File: config.mk
export PLATFORM = sky130hd
export DESIGN_NAME = clock_switch_and_prescaler
export DESIGN_NICKNAME = d
export VERILOG_FILES = /design/src/core/clk_ctl_pkg.sv /design/src/core/presc_if.sv /design/src/core/sys_clk_divider.sv /design/src/core/clock_switch_and_prescaler.sv
export SDC_FILE = /design/constraint.sdc
export NUM_CORES = 1
export LEC_CHECK = 0
export ABC_CLOCK_PERIOD_IN_PS = 3900
export BUFFER_PORTS_ARGS = -buffer_cell sky130_fd_sc_hd__buf_4
export CORE_MARGIN = 2
export CORE_UTILIZATION = 57
export DETAILED_ROUTE_END_ITERATION = 6
export GPL_TIMING_DRIVEN = 0
export PLACE_DENSITY = 0.82
export SLEW_MARGIN = 20
export SYNTH_ARGS = -nofsm -noshare
export SYNTH_HDL_FRONTEND = slang
export SYNTH_SLANG_ARGS = --single-unit
File: constraint.sdc
create_clock -name i_mclk -period 3.9 [get_ports i_mclk]
set_clock_uncertainty 0.15 [all_clocks]
set_input_delay 0.585 -clock i_mclk [delete_from_list [all_inputs] [get_ports i_mclk]]
set_output_delay 0.585 -clock i_mclk [all_outputs]
set_load 0.01 [all_outputs]
File: src/core/clk_ctl_pkg.sv
// constants, field layout and helpers of the clock switch and prescaler
package clk_ctl_pkg;
    // ****************************************
    // register byte offsets
    // ****************************************
    localparam logic [7:0] OFF_TRIM      = 8'h00;
    localparam logic [7:0] OFF_RC_CTRL   = 8'h04;
    localparam logic [7:0] OFF_SRC_CTRL  = 8'h08;
    localparam logic [7:0] OFF_SRC_STAT  = 8'h0C;
    localparam logic [7:0] OFF_PRESCALE  = 8'h10;
    localparam logic [7:0] OFF_PLL_CTRL  = 8'h14;
    localparam logic [7:0] OFF_POSTSCALE = 8'h18;
    // ****************************************
    // field positions
    // ****************************************
    localparam int B_RC_FREQ   = 0;
    localparam int B_SOURCE_SELECT_BIT      = 0;
    localparam int B_EXT_EN    = 2;
    localparam int B_RC_EN     = 3;
    localparam int B_EXT_SUT   = 4;
    localparam int B_RC_SUT    = 6;
    localparam int B_EXT_ON    = 0;
    localparam int B_RC_ON     = 1;
    localparam int B_PCE       = 7;
    localparam int B_PLL_LOCK  = 0;
    localparam int B_PLL_EN    = 1;
    localparam int B_PLL_INDIV = 4;
    localparam int B_USB_DIV   = 0;
    localparam int B_HST_DIV   = 4;
    // ****************************************
    // reset values and codes
    // ****************************************
    localparam logic [7:0] TRIM_RST     = 8'h00;
    localparam logic [3:0] DIV_RST      = 4'h0;
    localparam logic [3:0] DIV_BY8      = 4'h3;
    localparam logic [3:0] DIV_MAX      = 4'h8;
    localparam logic [7:0] PCE_ONLY     = 8'h80;
    localparam logic [2:0] PCE_WIN      = 3'h4;
    localparam logic [1:0] SUT_SHORT    = 2'h1;
    localparam logic [1:0] SUT_LONG     = 2'h2;
    // ****************************************
    // timing
    // ****************************************
    localparam int MCLK_PERIOD_NS = 25;
    localparam int RST_DELAY_CK   = 14;
    localparam int WAKE_DELAY_CK  = 6;
    localparam int SUT_SHORT_NS   = 4100000;
    localparam int SUT_LONG_NS    = 65000000;
    localparam int SUT_SHORT_CYC  = SUT_SHORT_NS / MCLK_PERIOD_NS;
    localparam int SUT_LONG_CYC   = SUT_LONG_NS / MCLK_PERIOD_NS;

    typedef enum logic [1:0] {
        ST_HOLD = 2'b00,
        ST_RUN  = 2'b01,
        ST_WAKE = 2'b11
    } start_state_t;

    // mask of counter bits that span one divided period
    function automatic logic [7:0] div_mask(input logic [3:0] code);
        div_mask = 8'((16'h0001 << code) - 16'h0001);
    endfunction
endpackage

File: src/core/presc_if.sv
// carrier between the register side and the system clock divider
interface presc_if;
    logic [3:0] new_div;
    logic       load;
    logic       tick;
    logic       level;
    logic [3:0] cur_div;
    modport ctl (output new_div, output load, input tick, input level, input cur_div);
    modport div (input new_div, input load, output tick, output level, output cur_div);
endinterface

File: src/core/sys_clk_divider.sv
// ripple style divider of the undivided source clock
module sys_clk_divider
    import clk_ctl_pkg::*;
(
    // clock and reset
    input  wire logic i_mclk,
    input  wire logic i_sys_rst,
    // control
    presc_if.div      pif
);
    logic [7:0] cnt_q;
    logic [3:0] div_q;
    logic [3:0] pend_q;
    logic       pend_v_q;
    logic       tick_q;
    logic       level_q;

    wire [7:0] mask      = div_mask(div_q);
    wire       period_end = (cnt_q & mask) == mask;
    wire       swap      = period_end && (pend_v_q || pif.load);
    wire [3:0] next_div  = pif.load ? pif.new_div : pend_q;
    wire [7:0] swap_mask = div_mask(next_div);
    // square wave: high in the second half of each divided period; held high at division code 0
    wire       lvl_d     = swap ? (swap_mask == 8'h00) :
                           (div_q == 4'h0) ? 1'b1 :
                           ((8'(cnt_q + 8'h01) & mask) > (mask >> 1));

    // count state stays internal; software never sees it (see RULE13)
    always_ff @(posedge i_mclk or posedge i_sys_rst) begin
        if (i_sys_rst) begin
            cnt_q    <= 8'h00;
            div_q    <= DIV_RST;
            pend_q   <= DIV_RST;
            pend_v_q <= 1'b0;
            tick_q   <= 1'b0;
            level_q  <= 1'b0;
        end else begin
            if (pif.load) begin
                pend_q   <= pif.new_div;
                pend_v_q <= 1'b1;
            end
            // swap only at the end of an old period: no glitch, no fast runt (see RULE12) (see RULE14)
            if (swap) begin
                div_q    <= next_div;
                pend_v_q <= 1'b0;
                cnt_q    <= 8'h00;
            end else begin
                cnt_q <= 8'(cnt_q + 8'h01);
            end
            tick_q  <= swap ? (swap_mask == 8'h00) : ((8'(cnt_q + 8'h01) & mask) == mask);
            level_q <= lvl_d;
        end
    end

    assign pif.tick    = tick_q;
    assign pif.level   = level_q;
    assign pif.cur_div = div_q;

    chk_swap_at_boundary: assert property (@(posedge i_mclk) disable iff (i_sys_rst)
        $changed(div_q) |-> $past(period_end)) else $error("division changed mid period"); // see RULE12
endmodule // sys_clk_divider

File: src/core/clock_switch_and_prescaler.sv
// clock switch, rc trim, start-up delay, system prescaler and pll scalers
//
// Overview of operation
// RULE1: factory trim loaded into trim after reset
// RULE2: trim register writable; code sets rc frequency
// RULE3: software keeps trim below 8.8 MHz writing
// RULE4: frequency select resets zero; one gives 1MHz
// RULE5: upper rc control bits read zero
// RULE6: start-up select sets reset and wake delays; the code applies it to the reset delay only, wake stays 6 clocks
// RULE7: external clock changes limited unless in reset
// RULE8: switch only among rc, external, crystal
// RULE9: clock out fuse drives pin, also during reset
// RULE10: clock out pin carries divided system clock
// RULE11: one divided clock feeds all core domains
// RULE12: prescaler change without glitch or fast runt
// RULE13: ripple count state not software readable
// RULE14: new division active after old period end
// RULE15: two write sequence protects division changes
// RULE16: software masks interrupts during the sequence
// RULE17: pll makes 32 to 96 MHz
// RULE18: pll input passes or halves the source
// RULE19: independent postscalers for usb and timer
// RULE20: firmware order for leaving external clock
// RULE21: firmware returns to external before usb restart
// RULE22: external clock may stop while rc runs
// RULE23: change enable self clears after four cycles
// RULE24: division codes powers of two, up to 256
// RULE25: source bit selects external; fuse sets it
// RULE26: rc running status bit follows oscillator
// RULE27: switch completes only to a running source
// RULE28: rc powers down only when unused, disabled
//
// Added by the designer: register access over APB and the register offsets.
module clock_switch_and_prescaler
    import clk_ctl_pkg::*;
#(
    parameter int SUT_SHORT_CYCLES = SUT_SHORT_CYC,
    parameter int SUT_LONG_CYCLES  = SUT_LONG_CYC
) (
    // clock and reset
    input  wire logic       i_mclk,
    input  wire logic       i_sys_rst,
    // apb slave
    input  wire logic       i_psel,
    input  wire logic       i_penable,
    input  wire logic       i_pwrite,
    input  wire logic [7:0] i_paddr,
    input  wire logic [31:0] i_pwdata,
    output logic [31:0]     o_prdata,
    output logic            o_pready,
    output logic            o_pslverr,
    // fuses and factory data
    input  wire logic [7:0] i_factory_trim,
    input  wire logic       i_fuse_ext_source,
    input  wire logic [1:0] i_startup_select,
    input  wire logic       i_clock_out_fuse,
    input  wire logic       i_divide_by_eight_fuse,
    // oscillators and pll
    input  wire logic       i_rc_running,
    input  wire logic       i_ext_running,
    input  wire logic       i_pll_lock,
    input  wire logic       i_pll_tick,
    input  wire logic       i_wake,
    output logic [7:0]      o_trim_code,
    output logic            o_rc_freq_select,
    output logic            o_rc_osc_power,
    output logic            o_ext_osc_power,
    output logic            o_source_ext,
    output logic            o_pll_enable,
    output logic            o_pll_ref_tick,
    output logic            o_usb_clk_tick,
    output logic            o_hst_clk_tick,
    // system clock
    output logic            o_sys_clk_tick,
    output logic            o_core_hold,
    output logic            o_clock_out_pin,
    output logic            o_clock_out_oe
);
    // ****************************************
    // registers
    // ****************************************
    logic [7:0]   trim_q;
    logic         rc_freq_q;
    logic [1:0]   rc_sut_q, ext_sut_q;
    logic         rc_en_q, ext_en_q, source_select_bit_q;
    logic         active_ext_q;
    logic [1:0]   osc_on_q;
    logic         pce_q;
    logic [2:0]   pce_cnt_q;
    logic         pll_en_q, pll_indiv_q, pll_lock_q, pll_half_q, pll_ref_q;
    logic [3:0]   post_q;
    logic [2:0]   usb_cnt_q, hst_cnt_q;
    logic         usb_tick_q, hst_tick_q;
    logic         straps_q;
    logic [21:0]  delay_q;
    start_state_t state_q;
    logic         ready_q, slverr_q;
    logic [31:0]  rdata_q;
    logic         tick_q, pin_q, oe_q, hold_q;

    presc_if pif ();

    sys_clk_divider u_div (
        .i_mclk    (i_mclk),
        .i_sys_rst (i_sys_rst),
        .pif       (pif.div)
    );

    // ****************************************
    // apb decode
    // ****************************************
    wire       acc      = i_psel && i_penable;
    wire       wr_fire  = acc && ready_q && i_pwrite;
    wire [7:0] wd       = i_pwdata[7:0];
    wire       hit_trim = i_paddr == OFF_TRIM;
    wire       hit_rcc  = i_paddr == OFF_RC_CTRL;
    wire       hit_src  = i_paddr == OFF_SRC_CTRL;
    wire       hit_sta  = i_paddr == OFF_SRC_STAT;
    wire       hit_pre  = i_paddr == OFF_PRESCALE;
    wire       hit_pll  = i_paddr == OFF_PLL_CTRL;
    wire       hit_post = i_paddr == OFF_POSTSCALE;
    wire       mapped   = hit_trim | hit_rcc | hit_src | hit_sta | hit_pre | hit_pll | hit_post;

    wire [7:0] src_rd  = {rc_sut_q, ext_sut_q, rc_en_q, ext_en_q, 1'b0, source_select_bit_q};
    wire [7:0] pre_rd  = {pce_q, 3'h0, pif.cur_div};
    wire [7:0] pll_rd  = {3'h0, pll_indiv_q, 2'h0, pll_en_q, pll_lock_q};
    // upper rc control bits always read zero (see RULE5)
    wire [7:0] rd_mux  = hit_trim ? trim_q :
                         hit_rcc  ? {7'h00, rc_freq_q} :
                         hit_src  ? src_rd :
                         hit_sta  ? {6'h00, osc_on_q} :
                         hit_pre  ? pre_rd :
                         hit_pll  ? pll_rd :
                         hit_post ? {2'h0, post_q[3:2], 2'h0, post_q[1:0]} : 8'h00;

    // one wait state; every bus output comes from a flop
    always_ff @(posedge i_mclk or posedge i_sys_rst) begin
        if (i_sys_rst) begin
            ready_q  <= 1'b0;
            slverr_q <= 1'b0;
            rdata_q  <= 32'h0000_0000;
        end else begin
            ready_q  <= acc && !ready_q;
            slverr_q <= acc && !ready_q && !mapped;
            rdata_q  <= (acc && !ready_q && !i_pwrite) ? {24'h000000, rd_mux} : 32'h0000_0000;
        end
    end

    // ****************************************
    // prescaler change protection
    // ****************************************
    wire pre_wr   = wr_fire && hit_pre;
    wire pce_arm  = pre_wr && (wd == PCE_ONLY) && !pce_q;
    wire div_wr   = pre_wr && !wd[B_PCE];
    // reserved division codes are dropped (see RULE24)
    wire div_take = div_wr && pce_q && (wd[3:0] <= DIV_MAX);

    always_ff @(posedge i_mclk or posedge i_sys_rst) begin
        if (i_sys_rst) begin
            pce_q     <= 1'b0;
            pce_cnt_q <= 3'h0;
        end else if (pce_arm) begin
            pce_q     <= 1'b1; // see RULE15
            pce_cnt_q <= 3'h0;
        end else if (pce_q) begin
            // rewrite does not extend; clears on timeout or division write (see RULE23)
            pce_cnt_q <= 3'(pce_cnt_q + 3'h1);
            if (div_wr || pce_cnt_q == 3'(PCE_WIN - 3'h1)) begin
                pce_q <= 1'b0;
            end
        end
    end

    wire       strap_div = straps_q == 1'b0;
    assign pif.load    = div_take || strap_div; // see RULE15
    assign pif.new_div = strap_div ? (i_divide_by_eight_fuse ? DIV_BY8 : DIV_RST) : wd[3:0];

    // ****************************************
    // trim, rc control, source control
    // ****************************************
    // next target must be running before the mux moves (see RULE27)
    wire tgt_ok = source_select_bit_q ? osc_on_q[B_EXT_ON] : osc_on_q[B_RC_ON];

    always_ff @(posedge i_mclk or posedge i_sys_rst) begin
        if (i_sys_rst) begin
            straps_q     <= 1'b0;
            trim_q       <= TRIM_RST;
            rc_freq_q    <= 1'b0; // see RULE4
            rc_sut_q     <= 2'h0;
            ext_sut_q    <= 2'h0;
            rc_en_q      <= 1'b0;
            ext_en_q     <= 1'b0;
            source_select_bit_q       <= 1'b0;
            active_ext_q <= 1'b0;
            osc_on_q     <= 2'h0;
        end else begin
            straps_q <= 1'b1;
            // rc running flag follows the oscillator (see RULE26)
            osc_on_q <= {i_rc_running, i_ext_running};
            if (!straps_q) begin
                // straps caught on the first edge after reset release
                trim_q       <= i_factory_trim; // see RULE1
                source_select_bit_q       <= i_fuse_ext_source; // see RULE25
                active_ext_q <= i_fuse_ext_source;
                rc_en_q      <= !i_fuse_ext_source;
                ext_en_q     <= i_fuse_ext_source;
                rc_sut_q     <= i_fuse_ext_source ? 2'h0 : i_startup_select;
                ext_sut_q    <= i_fuse_ext_source ? i_startup_select : 2'h0;
            end else begin
                if (wr_fire && hit_trim) begin
                    trim_q <= wd; // see RULE2
                end
                if (wr_fire && hit_rcc) begin
                    rc_freq_q <= wd[B_RC_FREQ]; // see RULE4
                end
                if (wr_fire && hit_src) begin
                    // only rc or external/crystal can be chosen (see RULE8)
                    source_select_bit_q    <= wd[B_SOURCE_SELECT_BIT];
                    ext_en_q  <= wd[B_EXT_EN]; // see RULE22
                    rc_en_q   <= wd[B_RC_EN];
                    ext_sut_q <= wd[B_EXT_SUT +: 2];
                end
                if (source_select_bit_q != active_ext_q && tgt_ok) begin
                    active_ext_q <= source_select_bit_q; // see RULE27
                end
            end
        end
    end

    // ****************************************
    // start-up delay
    // ****************************************
    wire [1:0]  sut_now  = active_ext_q ? ext_sut_q : rc_sut_q;
    wire [21:0] rst_wait = (sut_now == SUT_SHORT) ? 22'(RST_DELAY_CK + SUT_SHORT_CYCLES) :
                           (sut_now == SUT_LONG)  ? 22'(RST_DELAY_CK + SUT_LONG_CYCLES) :
                           22'(RST_DELAY_CK);

    always_ff @(posedge i_mclk or posedge i_sys_rst) begin
        if (i_sys_rst) begin
            state_q <= ST_HOLD;
            delay_q <= 22'h000000;
        end else begin
            case (state_q)
                ST_HOLD: begin
                    // reset delay: 14 clocks plus the selected extra (see RULE6)
                    delay_q <= 22'(delay_q + 22'h000001);
                    if (straps_q && delay_q >= 22'(rst_wait - 22'h000001)) begin
                        state_q <= ST_RUN;
                        delay_q <= 22'h000000;
                    end
                end
                ST_RUN: begin
                    if (i_wake) begin
                        state_q <= ST_WAKE;
                        delay_q <= 22'h000000;
                    end
                end
                ST_WAKE: begin
                    // wake from power-down always 6 clocks (see RULE6)
                    delay_q <= 22'(delay_q + 22'h000001);
                    if (delay_q == 22'(WAKE_DELAY_CK - 1)) begin
                        state_q <= ST_RUN;
                    end
                end
                default: begin
                    state_q <= ST_HOLD;
                end
            endcase
        end
    end

    // ****************************************
    // pll input prescaler and postscalers
    // ****************************************
    wire usb_end = usb_cnt_q == 3'(div_mask({2'h0, post_q[1:0]}));
    wire hst_end = hst_cnt_q == 3'(div_mask({2'h0, post_q[3:2]}));

    always_ff @(posedge i_mclk or posedge i_sys_rst) begin
        if (i_sys_rst) begin
            pll_en_q    <= 1'b0;
            pll_indiv_q <= 1'b0;
            pll_lock_q  <= 1'b0;
            pll_half_q  <= 1'b0;
            pll_ref_q   <= 1'b0;
            post_q      <= 4'h0;
            usb_cnt_q   <= 3'h0;
            hst_cnt_q   <= 3'h0;
            usb_tick_q  <= 1'b0;
            hst_tick_q  <= 1'b0;
        end else begin
            if (wr_fire && hit_pll) begin
                pll_en_q    <= wd[B_PLL_EN];
                pll_indiv_q <= wd[B_PLL_INDIV];
            end
            if (wr_fire && hit_post) begin
                post_q <= {wd[B_HST_DIV +: 2], wd[B_USB_DIV +: 2]};
            end
            pll_lock_q <= pll_en_q && i_pll_lock;
            // pass or halve the reference for the pll (see RULE17) (see RULE18)
            pll_half_q <= pll_en_q && !pll_half_q;
            pll_ref_q  <= pll_en_q && (!pll_indiv_q || pll_half_q);
            // independent division of the pll output (see RULE19)
            usb_tick_q <= i_pll_tick && usb_end;
            hst_tick_q <= i_pll_tick && hst_end;
            if (i_pll_tick) begin
                usb_cnt_q <= usb_end ? 3'h0 : 3'(usb_cnt_q + 3'h1);
                hst_cnt_q <= hst_end ? 3'h0 : 3'(hst_cnt_q + 3'h1);
            end
        end
    end

    // ****************************************
    // system clock outputs
    // ****************************************
    // pin follows the divided level while the core is held: it outputs during reset delay
    always_ff @(posedge i_mclk or posedge i_sys_rst) begin
        if (i_sys_rst) begin
            tick_q <= 1'b0;
            pin_q  <= 1'b0;
            oe_q   <= 1'b0;
            hold_q <= 1'b1;
        end else begin
            tick_q <= pif.tick; // see RULE11
            pin_q  <= i_clock_out_fuse && pif.level; // see RULE10
            oe_q   <= i_clock_out_fuse; // see RULE9
            hold_q <= state_q != ST_RUN;
        end
    end

    assign o_prdata         = rdata_q;
    assign o_pready         = ready_q;
    assign o_pslverr        = slverr_q;
    assign o_trim_code      = trim_q;
    assign o_rc_freq_select = rc_freq_q;
    assign o_source_ext     = active_ext_q;
    assign o_pll_enable     = pll_en_q;
    assign o_pll_ref_tick   = pll_ref_q;
    assign o_usb_clk_tick   = usb_tick_q;
    assign o_hst_clk_tick   = hst_tick_q;
    assign o_sys_clk_tick   = tick_q;
    assign o_clock_out_pin  = pin_q;
    assign o_clock_out_oe   = oe_q;
    assign o_core_hold      = hold_q;

    // active source never stopped (see RULE28)
    logic rc_pwr_q, ext_pwr_q;
    always_ff @(posedge i_mclk or posedge i_sys_rst) begin
        if (i_sys_rst) begin
            rc_pwr_q  <= 1'b1;
            ext_pwr_q <= 1'b0;
        end else begin
            rc_pwr_q  <= rc_en_q || !active_ext_q || !source_select_bit_q;
            ext_pwr_q <= ext_en_q || active_ext_q || source_select_bit_q;
        end
    end
    assign o_rc_osc_power  = rc_pwr_q;
    assign o_ext_osc_power = ext_pwr_q;

    // ****************************************
    // checks
    // ****************************************
    chk_pce_window: assert property (@(posedge i_mclk) disable iff (i_sys_rst) // see RULE23
        pce_arm ##1 !pre_wr [*4] |-> pce_q ##1 !pce_q)
        else $error("change enable window not four cycles");
    chk_div_guard: assert property (@(posedge i_mclk) disable iff (i_sys_rst) // see RULE15
        (pre_wr && !pce_q && straps_q) |=> !pif.load) else $error("division loaded outside window");
    chk_switch_run: assert property (@(posedge i_mclk) disable iff (i_sys_rst) // see RULE27
        $changed(active_ext_q) && $past(straps_q) |->
        (active_ext_q ? $past(osc_on_q[B_EXT_ON]) : $past(osc_on_q[B_RC_ON])))
        else $error("switched to a stopped source");
    chk_rc_keep: assert property (@(posedge i_mclk) disable iff (i_sys_rst) // see RULE28
        !active_ext_q && !source_select_bit_q |=> o_rc_osc_power) else $error("active rc powered down");
    chk_trim_load: assert property (@(posedge i_mclk) disable iff (i_sys_rst) // see RULE1
        !straps_q |=> trim_q == $past(i_factory_trim)) else $error("factory trim not loaded");
    chk_rc_upper: assert property (@(posedge i_mclk) disable iff (i_sys_rst) // see RULE5
        acc && !ready_q && !i_pwrite && hit_rcc |=> rdata_q[7:1] == 7'h00)
        else $error("rc control upper bits not zero");
    chk_wake_delay: assert property (@(posedge i_mclk) disable iff (i_sys_rst) // see RULE6
        state_q == ST_RUN && i_wake |=> (state_q == ST_WAKE) [*6] ##1 state_q == ST_RUN)
        else $error("wake delay not six clocks");
    chk_pin_div: assert property (@(posedge i_mclk) disable iff (i_sys_rst) // see RULE10
        !i_clock_out_fuse |=> !o_clock_out_pin && !o_clock_out_oe)
        else $error("clock pin driven without fuse");
    chk_rd_status: assert property (@(posedge i_mclk) disable iff (i_sys_rst) // see RULE26
        acc && !ready_q && !i_pwrite && hit_sta |=> rdata_q[B_RC_ON] == $past(osc_on_q[B_RC_ON]))
        else $error("rc running status misread");
endmodule // clock_switch_and_prescaler

==> Word level (Yosys, flattened, before mapping) <==
Index checks and enable logic that the tools add are counted.
{ "totals": {"output_inout_bits": 54, "register_bits": 100, "inputBits": 63, "latch_bits": 0, "memories": 0, "romBits": 0, "ramBits": 0} }
{ "op_classes": {"n_bitwise": 9, "n_div": 0, "magnitude_cmp": 3, "n_reduce_logical": 54, "n_mux": 49, "n_eq_ne": 25, "n_mul": 0, "shifts": 4, "add_sub_neg": 10} }
{ "ops": {"columns": ["cell", "count"], "rows": [
  ["2-to-1 mux 22 bit", 4],
  ["2-to-1 mux 8 bit", 9],
  ["one-hot mux 22 bit (3 select lines)", 1],
  ["logical AND 1 bit", 26],
  ["equality test 8 x 5 -> 1 bit, second input constant", 3],
  ["adder 22 x 1 -> 22 bit, second input constant", 1],
  ["equality test 22 x 3 -> 1 bit, second input constant", 1],
  [">= comparator 22 bit", 1],
  ["subtractor 22 x 1 -> 22 bit, second input constant", 1],
  ["2-to-1 mux 2 bit", 9],
  ["2-to-1 mux 1 bit", 17],
  ["AND 8 bit", 2],
  ["equality test 8 x 4 -> 1 bit, second input constant", 2],
  ["equality test 8 bit", 2],
  ["zero test 8 bit", 2],
  ["left shift 1 x 4 -> 8 bit, first input constant", 2],
  ["subtractor 8 x 1 -> 8 bit, second input constant", 2],
  ["2-to-1 mux 3 bit", 4],
  ["2-to-1 mux 6 bit", 2],
  ["zero test 1 bit", 10],
  ["adder 3 x 1 -> 3 bit, second input constant", 3],
  ["adder 8 x 1 -> 8 bit, second input constant", 1],
  ["equality test 8 x 3 -> 1 bit, second input constant", 1],
  ["equality test 8 bit, second input constant", 1],
  ["22 further kinds", 47]
]} }

==> Longest topological paths before layout <==
{ "logic_depth": {"depth_word": 13, "mapped_depth": 14, "depth_no_buf": 13} }

==> Hierarchy <==
From an unflattened synthesis, not the netlist that was laid out.
{ "hier_totals": {"cells_unflattened": 708, "area_unflattened_um2": 6475.0} }
{ "by_module_without_submodules": {"columns": ["mod", "area_each_um2", "cells_each", "instances", "seq_area_each_um2"], "rows": [
  ["clock_switch_and_prescaler", 5223.8, 585, 1, 2029.4],
  ["sys_clk_divider", 1251.2, 123, 1, 475.5]
]} }

==> Worst setup path after synthesis <==
Ideal clock, no wire load.
{ "synth_path": {"kind": "flip-flop to flip-flop", "startpoint": "register active_ext_q (netlist: o_source_ext)", "endpoint": "register delay_q[2]", "slack_ns": 0.715, "path_stages_with_launch": 11, "setup_time_ns": 0.126, "arrival_time_ns": 2.909, "synth_period_minus_slack_ns": 3.185, "path_cell_list": "dfrtp_1 > mux2i_1 > inv_1 > ha_1 > ha_1 > and4b_1 > nand4_1 > nor4_1 > o41a_1 > o41ai_1 > a221o_1"} }
{ "synth_between": {"elab_chain_len": 9} }
{ "synth_lines": {"columns": ["item", "line_no", "text"], "rows": [
  ["start: declaration", "clock_switch_and_prescaler.sv:86", "logic active_ext_q;"],
  ["start signal: assignment", "clock_switch_and_prescaler.sv:204", "active_ext_q <= i_fuse_ext_source;"],
  ["start signal: assignment", "clock_switch_and_prescaler.sv:224", "active_ext_q <= source_select_bit_q;"],
  ["2-to-1 mux 2 bit *", "clock_switch_and_prescaler.sv:233", "wire [1:0] sut_now = active_ext_q ? ext_sut_q : rc_sut_q;"],
  ["equality test 2 bit", "clock_switch_and_prescaler.sv:235", "(sut_now == SUT_LONG) ? 22'(RST_DELAY_CK + SUT_LONG_CYCLES) :"],
  ["2-to-1 mux 22 bit", "clock_switch_and_prescaler.sv:235", null],
  ["2-to-1 mux 22 bit *", "clock_switch_and_prescaler.sv:234", "wire [21:0] rst_wait = (sut_now == SUT_SHORT) ? 22'(RST_DELAY_CK + SUT_SHORT_CYCLES) :"],
  ["subtractor 22 x 1 -> 22 bit *", "clock_switch_and_prescaler.sv:247", "if (straps_q && delay_q >= 22'(rst_wait - 22'h000001)) begin"],
  [">= comparator 22 bit *", "clock_switch_and_prescaler.sv:247", null],
  ["logical AND 1 bit *", "clock_switch_and_prescaler.sv:247", null],
  ["2-to-1 mux 22 bit *", "clock_switch_and_prescaler.sv:247", null],
  ["one-hot mux 22 bit (3 select lines) *", "clock_switch_and_prescaler.sv:243", "case (state_q)"],
  ["end signal: assignment", "clock_switch_and_prescaler.sv:246", "delay_q <= 22'(delay_q + 22'h000001);"],
  ["end signal: assignment", "clock_switch_and_prescaler.sv:260", "delay_q <= 22'(delay_q + 22'h000001);"],
  ["end: declaration", "clock_switch_and_prescaler.sv:95", "logic [21:0] delay_q;"]
]} }
Mark *: on every way between the ends. The rest lies on a longest branch, timed or not.
A chain may end at the register's enable or synchronous reset.

==> Final worst setup path <==
Ends and elaborated chain as after synthesis.

==> flow_summary.yaml <==
sta:
  timing_worst_slew_pin_value_ns: 0.952
  fin_worst_setup_slack_ns: 0.133
  min_period_ns: 3.77
  max_slew_margin_vs_limit: 0.361
  timing.final.max_slew_violations: 0
  hold_viol_final: 0
  timing.fmax_ghz: 0.265
  fin_crit_sh: 0.966
  setup_viol_count_final: 0
critical_path:
  critPathLaunchType: "register"
  path_depth: 10
  crit_chain: "mux2i_1 -> inv_1 -> ha_1 -> ha_1 -> and4b_1 -> nand4_1 -> nor4_1 -> o41a_1 -> o41ai_1 -> a221o_1"
  regToRegEndpoint: "delay_q[2]"
  crit_fanout: 6
  cpMostUsedCell: "ha_1"
  timing.critical_path.to_type: "register"
  worst-r2r-setup-slack_ns: 0.13
  critical_path.max_stage_delay_ns: 0.80
  critical-path-top-delay-family: "simple AND/OR/NAND/NOR gates"
  worst_r2r_startpoint: "o_source_ext"
  worstPathArrival_ns: 3.89
  critPathLaunch: "o_source_ext"
  required_ns: 4.03
  cp.buffers_inverters: 1
  crit_type: "reg -> reg"
  slowest_stage: "nor4_1"
  rr_worst_depth: 10
  critPathCapture: "delay_q[2]"
die:
  initial_utilization: 0.582
  fp.dieH_um: 109
  dieArea_sq_um: 11900
  io_pins: 117
  dieWidth_um: 109
  core_area_sq_um: 10800
  row_cnt: 38
synth:
  syn_inst_count: 701
  synth.top_cells.by_count: "dfrtp_1, nand2_1, nor2_1"
  synth_edf_count: 0
  ys.flop_type: "dfrtp_1"
  ys_async_sr_fraction: 1.00
  avgSynthCellArea_sq_um: 8.96
  yosys.cell_types.count: 73
  synthMostInstantiatedCell: "dfrtp_1"
  yosys_warnings: 0
  area_share_of_the_largest_cell_type_after_synthesis: 0.390
  syn_area_sq_um: 6280
  ys_top_cells_by_area: "dfrtp_1, ha_1, nand2_1"
  yosys_register_bits: 100
  synth_seq_area_share: 0.399
  yosys.area.top_type: "dfrtp_1"
pwr:
  p_leak_uw: 0.00336
  post-layout-total-power_uw: 4110
  power_density_nw_per_um2: 560
  irDropWorstVdd_uv: 530
detailed_routing:
  vias: 5861
  vias_per_cell: 6.18
  drt_first_iter_violations: 534
  avgRoutedWirePerCell_um: 17.8
  finalWirelength_um: 16800
  route.detailed.drc: 0
  dr.pass1.iters: 7
  route.antenna.remaining_nets: 0
cts:
  postCtsSetupRepairBufs: 0
  clock_latency_of_the_later_clocked_register_in_the_worst_skew_pair_ns: 0.40
  h-tree-depth: 3
  cts_tree: "built"
  clkTransAtPathRegs_ns: 0.11
  post_cts.resized_instances: 0
  clockBufferDepth: 2
  ctsRootBufferMaster: "clkbuf_8"
  cts.sinks: 100
  hold_buffers: 0
  numCtsBuffers: 9
grt:
  grt_max_degree: 61
  grt_pass1_vias: 5560
  grt_overflow: 0
  grt_pass1_wl_um: 27100
  groute.usage.overall: 0.295
  number_of_antenna_violations_at_the_first_check_in_global_routing: 0
layout:
  design.final.nets: 894
  drive_above_1_share: 0.183
  area_delta_synth_final_pct: 16.8
  antenna_cells: 0
  final_cell_area_sq_um: 7340
hold_path:
  hold_class: "in -> async"
run:
  drv_cap: 0
placed_design:
  detailedPlace.worstSlack_ns: 0.181
  place.gp.congestion: 0.953
  postPlaceCellArea_sq_um: 7080
  hpwlAfterDp_um: 12300
  port_buffers: 67
run_status:
  status: "completed"
==> layer usage <==
layer | part of all wire | global-route usage | vias up
met4 | 0.028 | 0.130 | 0
met3 | 0.082 | 0.0729 | 57
met1 | 0.41 | 0.387 | 2773
met5 | 0 | 0 | -
met2 | 0.48 | 0.462 | 302
li1 | - | - | 2729
==> power by group <==
group          internal [uW]  switching, uW  total [uW]
combinational            712           1170        1880
sequential              1220            174        1390
clock                    437            402         839
==> registers in the layout, summed over array words and instances (netlist names), 2 cells and up <==
| signal | count |
|---|---|
| state_q | 2 |
| ext_sut_q | 2 |
| usb_cnt_q | 3 |
| pce_cnt_q | 3 |
| u_div.cnt_q | 8 |
| rc_sut_q | 2 |
| o_trim_code | 8 |
| o_prdata | 8 |
| hst_cnt_q | 3 |
| post_q | 4 |
| u_div.pif.cur_div | 4 |
| delay_q | 22 |
| osc_on_q | 2 |
| u_div.pend_q | 4 |
==> layout by cell type, fill, tap and decap left out, types with 13 or more instances in the layout <==
master	instances
conb_1	25
nor3_1	15
dfrtp_1	98
clkbuf_1	29
inv_1	27
ha_1	28
nand3_1	23
buf_4	91
nand4_1	20
o21ai_0	44
mux2i_1	17
mux2_2	13
nand2_1	72
nor2_1	63
a21oi_1	34
==> worst min-delay path by stage <==
stage	start	to	slack [ns]	cells after the start
after floorplan	u_div.pif.tick	o_sys_clk_tick	0.18	0
after global placement	u_div.pif.tick	o_sys_clk_tick	0.19	0
after detailed placement	u_div.pif.tick	o_sys_clk_tick	0.20	0
after CTS	i_sys_rst	u_div.cnt_q[6]	0.02	2
after global routing	i_sys_rst	u_div.cnt_q[6]	0.04	2
final	i_sys_rst	u_div.pend_q[0]	0.02	2
==> layout make-up <==
type                            count  area, sq um
Clock inverter                      7          129
Timing Repair Buffer               68          531
Tap cell                          140          175
Clock buffer                        9          124
Buffer                             61          327
Inverter                           29          114
Multi-Input combinational cell    534         3430
Sequential cell                   100         2500
Fill cell                         852         3460
==> per-stage QoR <==
stage / hold WS, ns / utilization / instances / setup TNS (ns)
finish: 0.0227 / 0.680 / 948 / 0
global route: 0.0408 / 0.680 / 948 / -0.00773
CTS: 0.0222 / 0.679 / 948 / 0
detailed placement: 0.195 / 0.656 / 932 / 0
global placement: 0.186 / 0.653 / 931 / -52.69
floorplan: 0.181 / - / 724 / 0
==> cells by family (layout without fill, tap and decap cells) <==
family	after synthesis	in the layout	share of synthesized area
AO/OA/AOI/OAI	168	168	0.183
XOR/XNOR	10	10	0.0139
adder cells (fa/ha/maj)	28	28	0.0558
buffers and inverters	90	174	0.0693
flip-flops	100	100	0.399
multiplexers	30	30	0.0504
other	2	25	0.00120
AND/OR/NAND/NOR	273	273	0.227
Note: power is estimated with default switching activity, not from simulation.
